<file path="src/pkg/dcp_defines.svh">
`ifndef DCP_DEFINES_SVH
`define DCP_DEFINES_SVH
// i/o port offsets
`define DCP_CHREG_BASE      8'hC0
`define DCP_CMD_WR_PORT     8'hD0
`define DCP_SWREQ_PORT      8'hD2
`define DCP_CMD_RD_PORT     8'hD4
`define DCP_MASK1_PORT      8'hD4
`define DCP_MODE_PORT       8'hD6
`define DCP_BPTR_PORT       8'hD8
`define DCP_TEMP_PORT       8'hDA
`define DCP_MCLR_PORT       8'hDA
`define DCP_MCNT_PORT       8'hDC
// field positions
`define DCP_SEL_BIT         2
`define DCP_CMD_ACK_POL     7
`define DCP_CMD_REQ_POL     6
`define DCP_CMD_EXT_WR      5
`define DCP_CMD_ROTATE      4
`define DCP_CMD_COMPRESS    3
`define DCP_CMD_DISABLE     2
`define DCP_CMD_HOLD0       1
`define DCP_CMD_M2M         0
// reset values, read fill values and answer buffer depth
`define DCP_CMD_RST         8'h00
`define DCP_REQ_RST         4'h0
`define DCP_MASK_RST        4'hF
`define DCP_TEMP_RST        8'h00
`define DCP_MODE_RST        6'h00
`define DCP_REQ_RD_FILL     4'hF
`define DCP_UNMAPPED_RD     8'hFF
`define DCP_BUF_DEPTH       2
`endif

</file>
<file path="src/pkg/dcp_pkg.sv">
package dcp_pkg;
  typedef logic [7:0]  dcp_byte_t;
  typedef logic [15:0] dcp_word_t;
  typedef logic [5:0]  dcp_mode_t;
  typedef logic [1:0]  dcp_chan_t;
endpackage

</file>
<file path="src/rtl/dcp_command_port.sv">
`include "dcp_defines.svh"

// Function
// [RULE_01] software request port write sets or clears selected channel request by bit 2
// [RULE_02] command readback port returns the stored command byte
// [RULE_03] command bit 7 picks acknowledge polarity, zero low, one high
// [RULE_04] command bit 6 picks request input polarity, zero high, one low
// [RULE_05] command bit 5 selects early extended write strobes
// [RULE_06] command bit 4 selects rotating instead of fixed priority
// [RULE_07] command bit 3 selects compressed two-clock transfer timing
// [RULE_08] command bit 2 disables the whole controller
// [RULE_09] command bit 1 holds channel 0 address in memory-to-memory mode
// [RULE_10] command bit 0 enables memory-to-memory transfers on channels 0 and 1
// [RULE_11] single mask port write sets or clears selected channel mask by bit 2
// [RULE_12] mode register holds type, direction, autoinit, transfer type and channel
// [RULE_13] read at pointer port sets the byte pointer toggle
// [RULE_14] write at pointer port clears the byte pointer toggle
// [RULE_15] temporary register captures peripheral data on first memory-to-memory cycle
// [RULE_16] master clear write clears command, requests, pointer, sets all masks
// [RULE_17] read at mode counter port resets the mode readback counter
// [RULE_18] successive mode reads return channel 0 through channel 3 in order
// [RULE_19] address and count byte access picks low or high byte by pointer
// [RULE_20] pointer toggles after each address or count byte access
// [RULE_21] mode readback counter advances after each mode read, wrapping after 3
module dcp_command_port #(
  parameter int NUM_CH = 4
) (
  input  wire logic              i_clock,
  input  wire logic              i_sys_rst,
  input  wire logic [7:0]        i_io_addr,
  input  wire logic [7:0]        i_io_wdata,
  input  wire logic              i_io_rd,
  input  wire logic              i_io_wr,
  output logic                   o_io_ready,
  output logic [7:0]             o_rd_data,
  output logic                   o_rd_valid,
  input  wire logic              i_rd_ready,
  input  wire logic [NUM_CH-1:0] i_transfer_request_in,
  input  wire logic [NUM_CH-1:0] i_ack_grant,
  input  wire logic [7:0]        i_peripheral_data_bus,
  input  wire logic              i_m2m_first_cycle,
  output logic [NUM_CH-1:0]      o_transfer_acknowledge,
  output logic [NUM_CH-1:0]      o_request_pending,
  output logic                   o_extended_write,
  output logic                   o_rotating_priority,
  output logic                   o_compressed_timing,
  output logic                   o_controller_disable,
  output logic                   o_ch0_address_hold,
  output logic                   o_m2m_enable,
  output logic                   o_byte_pointer_toggle
);

  dcp_pkg::dcp_byte_t            command_r;
  dcp_pkg::dcp_byte_t            temp_r;
  logic [NUM_CH-1:0]             swreq_r;
  logic [NUM_CH-1:0]             mask_r;
  dcp_pkg::dcp_mode_t            mode_r     [NUM_CH];
  dcp_pkg::dcp_word_t            base_addr_r[NUM_CH];
  dcp_pkg::dcp_word_t            cur_addr_r [NUM_CH];
  dcp_pkg::dcp_word_t            base_cnt_r [NUM_CH];
  dcp_pkg::dcp_word_t            cur_cnt_r  [NUM_CH];
  dcp_pkg::dcp_chan_t            mode_cnt_r;
  logic                          bptr_r;
  logic [1:0]                    buf_cnt_r;
  logic [1:0]                    buf_cnt_nxt;
  dcp_pkg::dcp_byte_t            spare_r;
  dcp_pkg::dcp_byte_t            rd_word;
  logic                          acc_rd;
  logic                          acc_wr;
  logic                          pop;
  logic                          chreg_hit;
  logic                          mclr;
  dcp_pkg::dcp_chan_t            sel_ch;
  dcp_pkg::dcp_chan_t            reg_ch;
  logic                          reg_is_cnt;
  logic [NUM_CH-1:0]             req_eff;
  logic                          wr_cmd;
  logic                          wr_swreq;
  logic                          wr_mask;
  logic                          wr_mode;
  logic                          wr_bptr;
  logic                          rd_bptr;
  logic                          rd_mode;
  logic                          rd_mcnt;
  logic                          acc_chreg;

  // reset images of the per-channel flags, one bit per channel
  localparam logic [NUM_CH-1:0] REQ_RST  = NUM_CH'(`DCP_REQ_RST);
  localparam logic [NUM_CH-1:0] MASK_RST = NUM_CH'(`DCP_MASK_RST);

  // a write in the same cycle as a read wins; nothing is taken while the
  // answer buffer is full, so a stalled reader never loses a read result
  assign acc_wr     = i_io_wr & o_io_ready;
  assign acc_rd     = i_io_rd & ~i_io_wr & o_io_ready;
  assign pop        = o_rd_valid & i_rd_ready;
  assign mclr       = acc_wr & (i_io_addr == `DCP_MCLR_PORT);
  assign sel_ch     = i_io_wdata[1:0];
  assign chreg_hit  = (i_io_addr[7:4] == 4'(`DCP_CHREG_BASE >> 4)) & ~i_io_addr[0];
  assign reg_ch     = i_io_addr[3:2];
  assign reg_is_cnt = i_io_addr[1];
  assign req_eff    = i_transfer_request_in ^ {NUM_CH{command_r[`DCP_CMD_REQ_POL]}}; // RULE_04
  assign wr_cmd     = acc_wr & (i_io_addr == `DCP_CMD_WR_PORT);
  assign wr_swreq   = acc_wr & (i_io_addr == `DCP_SWREQ_PORT);
  assign wr_mask    = acc_wr & (i_io_addr == `DCP_MASK1_PORT);
  assign wr_mode    = acc_wr & (i_io_addr == `DCP_MODE_PORT);
  assign wr_bptr    = acc_wr & (i_io_addr == `DCP_BPTR_PORT);
  assign rd_bptr    = acc_rd & (i_io_addr == `DCP_BPTR_PORT);
  assign rd_mode    = acc_rd & (i_io_addr == `DCP_MODE_PORT);
  assign rd_mcnt    = acc_rd & (i_io_addr == `DCP_MCNT_PORT);
  // any taken byte access to an address or count register moves the pointer
  assign acc_chreg  = (acc_rd | acc_wr) & chreg_hit;

  // command register
  always_ff @(posedge i_clock) begin
    if (i_sys_rst || mclr) begin
      command_r <= `DCP_CMD_RST; // RULE_16
    end else if (wr_cmd) begin
      command_r <= i_io_wdata;
    end
  end

  genvar ch;
  generate
    for (ch = 0; ch < NUM_CH; ch++) begin : g_ch
      localparam dcp_pkg::dcp_chan_t CH = dcp_pkg::dcp_chan_t'(ch);

      always_ff @(posedge i_clock) begin
        if (i_sys_rst || mclr) begin
          swreq_r[ch] <= REQ_RST[ch]; // RULE_16
        end else if (wr_swreq && sel_ch == CH) begin
          swreq_r[ch] <= i_io_wdata[`DCP_SEL_BIT]; // RULE_01
        end
      end

      always_ff @(posedge i_clock) begin
        if (i_sys_rst || mclr) begin
          mask_r[ch] <= MASK_RST[ch]; // RULE_16
        end else if (wr_mask && sel_ch == CH) begin
          mask_r[ch] <= i_io_wdata[`DCP_SEL_BIT]; // RULE_11
        end
      end

      // mode keeps bits 7:2; the channel field is the write's own selector
      always_ff @(posedge i_clock) begin
        if (i_sys_rst) begin
          mode_r[ch] <= `DCP_MODE_RST;
        end else if (wr_mode && sel_ch == CH) begin
          mode_r[ch] <= i_io_wdata[7:2]; // RULE_12
        end
      end

      // writes load base and current together, one byte per pointer state
      always_ff @(posedge i_clock) begin
        if (i_sys_rst) begin
          base_addr_r[ch] <= '0;
          cur_addr_r[ch]  <= '0;
        end else if (acc_wr && chreg_hit && reg_ch == CH && !reg_is_cnt) begin
          if (!bptr_r) begin
            base_addr_r[ch][7:0] <= i_io_wdata; // RULE_19
            cur_addr_r[ch][7:0]  <= i_io_wdata;
          end else begin
            base_addr_r[ch][15:8] <= i_io_wdata; // RULE_19
            cur_addr_r[ch][15:8]  <= i_io_wdata;
          end
        end
      end

      // base copies are kept for the reload logic of the transfer engine
      always_ff @(posedge i_clock) begin
        if (i_sys_rst) begin
          base_cnt_r[ch] <= '0;
          cur_cnt_r[ch]  <= '0;
        end else if (acc_wr && chreg_hit && reg_ch == CH && reg_is_cnt) begin
          if (!bptr_r) begin
            base_cnt_r[ch][7:0] <= i_io_wdata; // RULE_19
            cur_cnt_r[ch][7:0]  <= i_io_wdata;
          end else begin
            base_cnt_r[ch][15:8] <= i_io_wdata; // RULE_19
            cur_cnt_r[ch][15:8]  <= i_io_wdata;
          end
        end
      end
    end
  endgenerate

  // byte pointer toggle
  always_ff @(posedge i_clock) begin
    if (i_sys_rst || mclr) begin
      bptr_r <= 1'b0; // RULE_16
    end else if (rd_bptr) begin
      bptr_r <= 1'b1; // RULE_13
    end else if (wr_bptr) begin
      bptr_r <= 1'b0; // RULE_14
    end else if (acc_chreg) begin
      bptr_r <= ~bptr_r; // RULE_20
    end
  end

  // temporary register
  always_ff @(posedge i_clock) begin
    if (i_sys_rst || mclr) begin
      temp_r <= `DCP_TEMP_RST; // RULE_15
    end else if (i_m2m_first_cycle) begin
      temp_r <= i_peripheral_data_bus; // RULE_15
    end
  end

  // mode readback counter
  always_ff @(posedge i_clock) begin
    if (i_sys_rst) begin
      mode_cnt_r <= '0;
    end else if (rd_mcnt) begin
      mode_cnt_r <= '0; // RULE_17
    end else if (rd_mode) begin
      mode_cnt_r <= mode_cnt_r + 2'd1; // RULE_21
    end
  end

  // read data selection
  always_comb begin
    rd_word = `DCP_UNMAPPED_RD;
    if (chreg_hit) begin
      if (reg_is_cnt) begin
        rd_word = bptr_r ? cur_cnt_r[reg_ch][15:8] : cur_cnt_r[reg_ch][7:0]; // RULE_19
      end else begin
        rd_word = bptr_r ? cur_addr_r[reg_ch][15:8] : cur_addr_r[reg_ch][7:0];
      end
    end else begin
      case (i_io_addr)
        `DCP_SWREQ_PORT: begin
          rd_word = {`DCP_REQ_RD_FILL, swreq_r};
        end
        `DCP_CMD_RD_PORT: begin
          rd_word = command_r; // RULE_02
        end
        `DCP_MODE_PORT: begin
          rd_word = {mode_r[mode_cnt_r], mode_cnt_r}; // RULE_18
        end
        `DCP_TEMP_PORT: begin
          rd_word = temp_r;
        end
        `DCP_BPTR_PORT, `DCP_MCNT_PORT: begin
          rd_word = 8'h00;
        end
        default: begin
          rd_word = `DCP_UNMAPPED_RD;
        end
      endcase
    end
  end

  // two-entry answer buffer: o_rd_data is the head, spare_r the second word
  always_comb begin
    buf_cnt_nxt = buf_cnt_r;
    if (acc_rd && !pop) begin
      buf_cnt_nxt = buf_cnt_r + 2'd1;
    end else if (pop && !acc_rd) begin
      buf_cnt_nxt = buf_cnt_r - 2'd1;
    end
  end

  always_ff @(posedge i_clock) begin
    if (i_sys_rst) begin
      buf_cnt_r <= '0;
    end else begin
      buf_cnt_r <= buf_cnt_nxt;
    end
  end

  // valid and ready follow the next count, so both stay flops without lagging a cycle
  always_ff @(posedge i_clock) begin
    if (i_sys_rst) begin
      o_rd_valid <= 1'b0;
    end else begin
      o_rd_valid <= buf_cnt_nxt != 2'd0;
    end
  end

  // refusing while full is what keeps a stalled reader from losing an answer
  always_ff @(posedge i_clock) begin
    if (i_sys_rst) begin
      o_io_ready <= 1'b1;
    end else begin
      o_io_ready <= buf_cnt_nxt != 2'(`DCP_BUF_DEPTH);
    end
  end

  always_ff @(posedge i_clock) begin
    if (i_sys_rst) begin
      o_rd_data <= 8'h00;
      spare_r   <= 8'h00;
    end else if (acc_rd && pop) begin
      if (buf_cnt_r == 2'd1) begin
        o_rd_data <= rd_word;
      end else begin
        o_rd_data <= spare_r;
        spare_r   <= rd_word;
      end
    end else if (acc_rd) begin
      if (buf_cnt_r == 2'd0) begin
        o_rd_data <= rd_word;
      end else begin
        spare_r <= rd_word;
      end
    end else if (pop) begin
      o_rd_data <= spare_r;
    end
  end

  // registered pin and mode outputs
  always_ff @(posedge i_clock) begin
    if (i_sys_rst) begin
      o_transfer_acknowledge <= {NUM_CH{1'b1}};
    end else begin
      // zero: active low, so an idle grant drives the pins high
      o_transfer_acknowledge <= i_ack_grant ^ {NUM_CH{~command_r[`DCP_CMD_ACK_POL]}}; // RULE_03
    end
  end

  // masked or disabled channels never show a request, whatever the pins do
  always_ff @(posedge i_clock) begin
    if (i_sys_rst) begin
      o_request_pending <= '0;
    end else begin
      o_request_pending <= (req_eff | swreq_r) & ~mask_r
                           & ~{NUM_CH{command_r[`DCP_CMD_DISABLE]}}; // RULE_08
    end
  end

  always_ff @(posedge i_clock) begin
    if (i_sys_rst) begin
      o_extended_write     <= 1'b0;
      o_rotating_priority  <= 1'b0;
      o_compressed_timing  <= 1'b0;
      o_controller_disable <= 1'b0;
      o_ch0_address_hold   <= 1'b0;
      o_m2m_enable         <= 1'b0;
    end else begin
      o_extended_write     <= command_r[`DCP_CMD_EXT_WR]; // RULE_05
      o_rotating_priority  <= command_r[`DCP_CMD_ROTATE]; // RULE_06
      o_compressed_timing  <= command_r[`DCP_CMD_COMPRESS]; // RULE_07
      o_controller_disable <= command_r[`DCP_CMD_DISABLE]; // RULE_08
      o_ch0_address_hold   <= command_r[`DCP_CMD_HOLD0]; // RULE_09
      o_m2m_enable         <= command_r[`DCP_CMD_M2M]; // RULE_10
    end
  end

  always_ff @(posedge i_clock) begin
    if (i_sys_rst) begin
      o_byte_pointer_toggle <= 1'b0;
    end else begin
      o_byte_pointer_toggle <= bptr_r;
    end
  end

endmodule
</file>
<file path="config.mk">
export PLATFORM = sky130hd
export DESIGN_NAME = dcp_command_port
export DESIGN_NICKNAME = d
export VERILOG_FILES = /design/src/pkg/dcp_pkg.sv /design/src/rtl/dcp_command_port.sv
export VERILOG_INCLUDE_DIRS = /design/src /design/src/pkg
export SDC_FILE = /design/constraint.sdc
export NUM_CORES = 1
export LEC_CHECK = 0
export BUFFER_PORTS_ARGS = -buffer_cell sky130_fd_sc_hd__buf_2
export CORE_UTILIZATION = 30
export DETAILED_ROUTE_END_ITERATION = 6
export PLACE_DENSITY_LB_ADDON = 0.2
export REMOVE_ABC_BUFFERS = 1
export SLEW_MARGIN = 10
export SYNTH_ARGS = -nofsm -noshare
export SYNTH_HDL_FRONTEND = slang
export SYNTH_SLANG_ARGS = --single-unit
export TNS_END_PERCENT = 1
</file>
<file path="constraint.sdc">
create_clock -name i_clock -period 5.2 [get_ports i_clock]
set_input_delay 1.04 -clock i_clock [delete_from_list [all_inputs] [get_ports i_clock]]
set_output_delay 1.04 -clock i_clock [all_outputs]
set_load 0.05 [all_outputs]
</file>
-- Yosys cells after proc, flatten, opt, wreduce, memory -nomap -nowiden
Memories as Yosys holds them, arrays and structs flattened. A register that Yosys moved wholly into a read port is not among the register bits.
Index checks and enable logic that the tools add are counted.
- reductions and logical operators: 43
- multiply operators: 0
- multiplexer cells: 105
- bitwise logic cells: 47
- equality and inequality tests: 19
- $add $sub $neg: 3
- div/mod/pow operators: 0
- shift-type cells: 0
- order comparisons: 0
- operators by type and width (cell ; count):
    8-bit 2-to-1 mux ; 29
    1-bit 2-to-1 mux ; 67
    8-bit == test, second input constant ; 7
    8-bit one-hot mux with 5 select lines ; 1
    1-bit logical AND ; 28
    6-bit 2-to-1 mux ; 4
    1-bit OR ; 21
    1-bit AND ; 15
    4-bit AND ; 2
    2-bit == test, second input constant ; 4
    2-bit 2-to-1 mux ; 4
    4-bit NOT ; 2
    4-bit XOR ; 2
    2-bit by 1-bit == test with 1-bit output, second input constant ; 3
    2-bit zero test ; 3
    2-bit != test, second input constant ; 3
    3-bit nonzero test ; 2
    2-bit by 1-bit adder with 2-bit output, second input constant ; 2
    4-bit == test, second input constant ; 1
    1-bit NOT ; 4
    4-bit OR ; 1
    2-bit nonzero test ; 2
    2-bit OR reduction ; 2
    1-bit zero test ; 3
    other kinds (5) ; 5
- register bits after elaboration: 62
- logic and storage cells: 246
- memories kept: 3
- ROM bits: 0
- bits of input ports: 38
- output and inout port bits: 25
- latch bits: 0
- bits in writable memories: 152
- memory list (memory ; words ; bits a word ; read ports ; clocked after Yosys merged registers in ; wr ports ; RTL line ; source):
    cur_addr_r ; 4 ; 16 ; 1 ; 0 ; 4 ; dcp_command_port.sv:59 ; dcp_pkg::dcp_word_t cur_addr_r [NUM_CH];
    cur_cnt_r ; 4 ; 16 ; 1 ; 0 ; 4 ; dcp_command_port.sv:61 ; dcp_pkg::dcp_word_t cur_cnt_r [NUM_CH];
    mode_r ; 4 ; 6 ; 1 ; 1 ; 4 ; dcp_command_port.sv:57 ; dcp_pkg::dcp_mode_t mode_r [NUM_CH];

-- Longest topological paths before layout
- word-level depth: 9
- gate-level depth with buffers: 9
- gate-level depth less buffers: 7

-- Worst setup path before layout
OpenSTA, ideal clock, no wires.
- path type: input-to-reg
- start: input i_io_addr[3]
- end: memory cur_cnt_r[0][0] (netlist bit), enable pin
- cell stages on the path: 7
- slack: 2.341 ns
- setup time: 0.375 ns
- arrival time: 2.484 ns
- buffers on the path: 4
- data required time: 4.825 ns
- cells stage by stage: buf_4 > buf_12 > buf_6 > nor3_1 > buf_2 > nand2_1 > o21bai_1
- RTL lines (element ; RTL line ; source):
    start, declared ; dcp_command_port.sv:30 ; input wire logic [7:0] i_io_addr,
    end, declared ; dcp_command_port.sv:61 ;

-- Worst setup path in the final report
- start: input i_io_addr[3]
- end: register o_rd_data[1]
- longest elaborated chain between the ends: 7
- elaborated cells between the ends (all ways): 18
- classes of those cells: eq/ne (6); mux (9); reduce/logical (1); memory (2)
- ends and longest elaborated chain (element ; RTL line ; source):
    8-bit == test, or another cell as far along ; dcp_command_port.sv:229 ; case (i_io_addr)
    2-bit OR reduction, or another cell as far along ; dcp_command_port.sv:229 ;
    8-bit one-hot mux with 5 select lines or 8-bit 2-to-1 mux (tied branches) ; dcp_command_port.sv:229, dcp_command_port.sv:223 ;
    8-bit 2-to-1 mux (*) ; dcp_command_port.sv:222 ; if (chreg_hit) begin
    8-bit 2-to-1 mux ; dcp_command_port.sv:300 ; if (buf_cnt_r == 2'd0) begin
    8-bit 2-to-1 mux ; dcp_command_port.sv:299 ; end else if (acc_rd) begin
    8-bit 2-to-1 mux (*) ; dcp_command_port.sv:292 ; end else if (acc_rd && pop) begin
    end signal, assigned ; dcp_command_port.sv:294 ; o_rd_data <= rd_word;
    end signal, assigned ; dcp_command_port.sv:296 ; o_rd_data <= spare_r;
    end signal, assigned ; dcp_command_port.sv:301 ; o_rd_data <= rd_word;
    end, declared ; dcp_command_port.sv:35 ; output logic [7:0] o_rd_data,
Every way passes the cells marked *; elsewhere a longest branch is shown, timed or not. The select of a mux whose other input is x is not followed.
A chain may end at the register's enable or synchronous reset.

==> impl_metrics.ini <==
[run_status]
outcome = finished, final reports clean

[timing]
hold_viol = 0
period_minus_slack_ps = 3170
grt_setup_unrepaired = no
slew_headroom_pct = 31.1
worst_slew_pin_slew_ps = 1030
tns_ps = 0
maxSlewViolCount = 0
finalSetupViolCount = 0
hold_slack_ps = 430
fmax_ghz = 0.315
finalCritPeriodShare_pct = 61.1
fin_skew_ps = 14.5

[final_layout]
final_cell_area_mm2 = 0.0116
num-nets-final = 926
nFillCells = 3308
drive_gt1_share_pct = 16.0
syn2layout_area_growth_pct = 13.3

[routing]
vias = 6604
drc = 0
wl_um = 29300
postRouteAntennaNets = 0
wl_per_cell_um = 21.6
drt-initial-drc-count = 424
vias_per_cell = 4.88
dr.pass1.iters = 5

[floorplanning]
die_w_um = 186
core_mm2 = 0.0335
rows = 67
die_area_mm2 = 0.0348
num_io_pins = 63
start_util_pct = 30.4
fp.dieH_um = 186

[clocking]
cts.sinks = 216
clock_latency_ps = 530
cts_root_buf = clkbuf_16
clockBufferDepth = 3
ctsHoldBuffers = 0
cts_tree = built
post_cts_buffers = 0
htreeDepth = 1
cts_resized = 0
clkTransAtPathRegs_ps = 60
cts_buffers = 26

[job]
cap_violations = 0

[global_routing]
grt_overflow = 0
grt_pass1_wl_um = 43900
grt_max_degree = 34
grt_pass1_vias = 6602
antenna_found_initial = 1
track_usage_pct = 16.9

[logic_synthesis]
syn_inst = 848
synth_flop_cell = edfxtp_1
yosysUniqueCellTypes = 59
syn_area_per_cell_um2 = 12.0
synth_area_mm2 = 0.0102
synth_seq_area_share_pct = 57.3
yosysWarnings = 0
synth_enable_flop_cells = 152
yosys_register_bits = 216
async_flop_share_pct = 0

[worst_setup_path]
cp_max_fo = 25
cpMaxStageDelayCell = mux4_2
crit_type = input pin to register
crit_path_frequent_cell = a211oi_1
crit_chain = buf_2 > buf_4 > mux4_2 > mux2_2 > o22ai_1 > a211oi_1 > a21oi_1 > a211oi_1
cp.arrival_ps = 3550
cp.required_ps = 5580
cp-start-kind = input pin
worst_setup_path_end_kind = register
slowest_delay_ps = 580

[worst_hold_path]
worst_hold_path_type = register to register

[power]
ir_drop_mv = 0.232
clkPwrFrac_pct = 39.4
p_switching_uw = 1150
combPwrFrac_pct = 13.0
p_int_uw = 3030
swShare_pct = 27.4
seqPwrFrac_pct = 47.5
pwr_density_cell_mw_per_mm2 = 361
power.leakage_uw = 0.00429

[place]
gp_congestion = 0.839
hpwl_um = 19500
dpl-instance-area_mm2 = 0.0108
numPortBuffers = 62
-- flip-flops by register name, indices dropped and copies added (netlist names), 2 cells and up, named ones only --
signal                  flops
buf_cnt_r                   2
command_r                   8
cur_addr_r                 64
cur_cnt_r                  64
mask_r                      4
mode_cnt_r                  2
mode_r                     24
o_rd_data                   8
o_request_pending           4
o_transfer_acknowledge      4
spare_r                     8
swreq_r                     4
temp_r                      8
-- worst paths after layout --
| check | from | depth (start not counted) | slack [ps] | end |
|---|---|---|---|---|
| setup / recovery | i_io_addr[3] | 8 | 2030 | o_rd_data[1]$_SDFFE_PP0P_ |
| hold / removal | mask_r[3]$_SDFFE_PP1P_ | 1 | 430 | o_request_pending[3]$_SDFF_PP0_ |
| hold reg to reg | mask_r[3]$_SDFFE_PP1P_ | 1 | 430 | o_request_pending[3]$_SDFF_PP0_ |
| setup reg to reg | bptr_r$_SDFFE_PP0P_ | 3 | 2440 | cur_addr_r[0][15]$_SDFFCE_PN0P_ |
-- logic make-up (layout without fill, tap and decap cells) --
group,after synthesis,count (layout),share of synthesized area [%]
buffers and inverters,64,121,3.41
AO/OA/AOI/OAI,107,107,7.49
multiplexers,75,75,10.2
adder cells (fa/ha/maj),2,2,0.245
AND/OR/NAND/NOR,372,372,20.3
XOR/XNOR,12,12,1.03
flip-flops,216,216,57.3
other,0,1,0
-- stage by stage --
step | std cells | utilization, % | setup WS, ps | total power [uW]
floorplan | 789 | - | 2270 | 2350
global placement | 1306 | 32.2 | 1480 | 2570
detailed placement | 1306 | 32.2 | 1470 | 2570
CTS | 1353 | 34.5 | 2030 | 4220
global route | 1353 | 34.5 | 1940 | 4340
finish | 1354 | 34.5 | 2030 | 4180
-- power by group through the flow --
stage	clock, uW	sequential [uW]	combinational [uW]
after CTS	1680	1990	550
after detailed placement	0	2020	549
final	1650	1990	545
after global routing	1750	2000	590
after global placement	0	2020	546
after floorplan	0	2100	249
-- critical path: cells and delay by family --
family	cells	cell delay, ps
buf+inv	2	1010
mux	2	850
compound gates	4	620
-- per-layer routing --
| metal | global-route usage (%) | part of all wire, % | up-vias |
|---|---|---|---|
| met1 | 23.7 | 46 | 3281 |
| li1 | - | - | 3134 |
| met2 | 27.2 | 47 | 157 |
| met4 | 4.57 | 1.9 | 0 |
| met5 | 0 | 0 | - |
| met3 | 2.60 | 4.7 | 32 |
-- final cells by class --
type                       instances  area, um2  share of cell area, %
sequential                       216       5850                   50.5
multi-input combinational        568       4020                   34.7
clock buffer                      30        687                   5.94
tap                              448        561                   4.84
timing repair buffer              69        363                   3.14
clock inverter                    17       77.6                  0.670
inverter                           5       18.8                  0.162
antenna                            1       2.50                 0.0216
-- synth_stat cells, types with 6 or more instances --
master,instances,area share [%]
a211oi_1,10,0.74
a21oi_1,29,1.4
a22oi_1,13,0.96
a311oi_1,7,0.60
and2_1,158,9.7
buf_1,6,0.22
buf_2,6,0.29
buf_4,7,0.51
clkbuf_1,32,1.2
dfxtp_1,64,13
edfxtp_1,152,45
mux2i_1,49,4.8
mux4_2,18,4.0
nand2_1,51,1.9
nand2b_1,14,0.86
nand3_1,17,0.83
nor2_1,67,2.5
nor2b_1,11,0.67
nor3_1,22,1.1
o21ai_0,7,0.34
o21bai_1,19,1.4
o31ai_1,6,0.44
xor2_1,10,0.86
-- placed cells by master, fill, tap and decap left out, types with 3 or more instances in the layout --
cell       count
nand4b_1       3
clkbuf_1       3
clkbuf_16     27
xor2_1        10
buf_2         62
o31ai_1        6
a22oi_1       13
nor2_1        67
a311oi_2       3
nor3_2         3
a2111oi_2      3
nand2_1       51
o22ai_1        4
or2_1          4
nand2b_1      14
nor3_1        22
mux2_2         4
mux4_2        18
clkinv_2       7
and2_1       158
inv_1          4
buf_4          7
a211oi_1      10
clkinv_1      10
nand3_1       17
nor4_1         5
o21ai_0        7
nand3b_1       3
a311oi_1       7
a21oi_1       29
o21bai_1      19
mux2i_1       49
nor2b_1       11
edfxtp_1     152
mux4_1         4
dfxtp_1       64
Note: power is estimated with default switching activity, not from simulation.
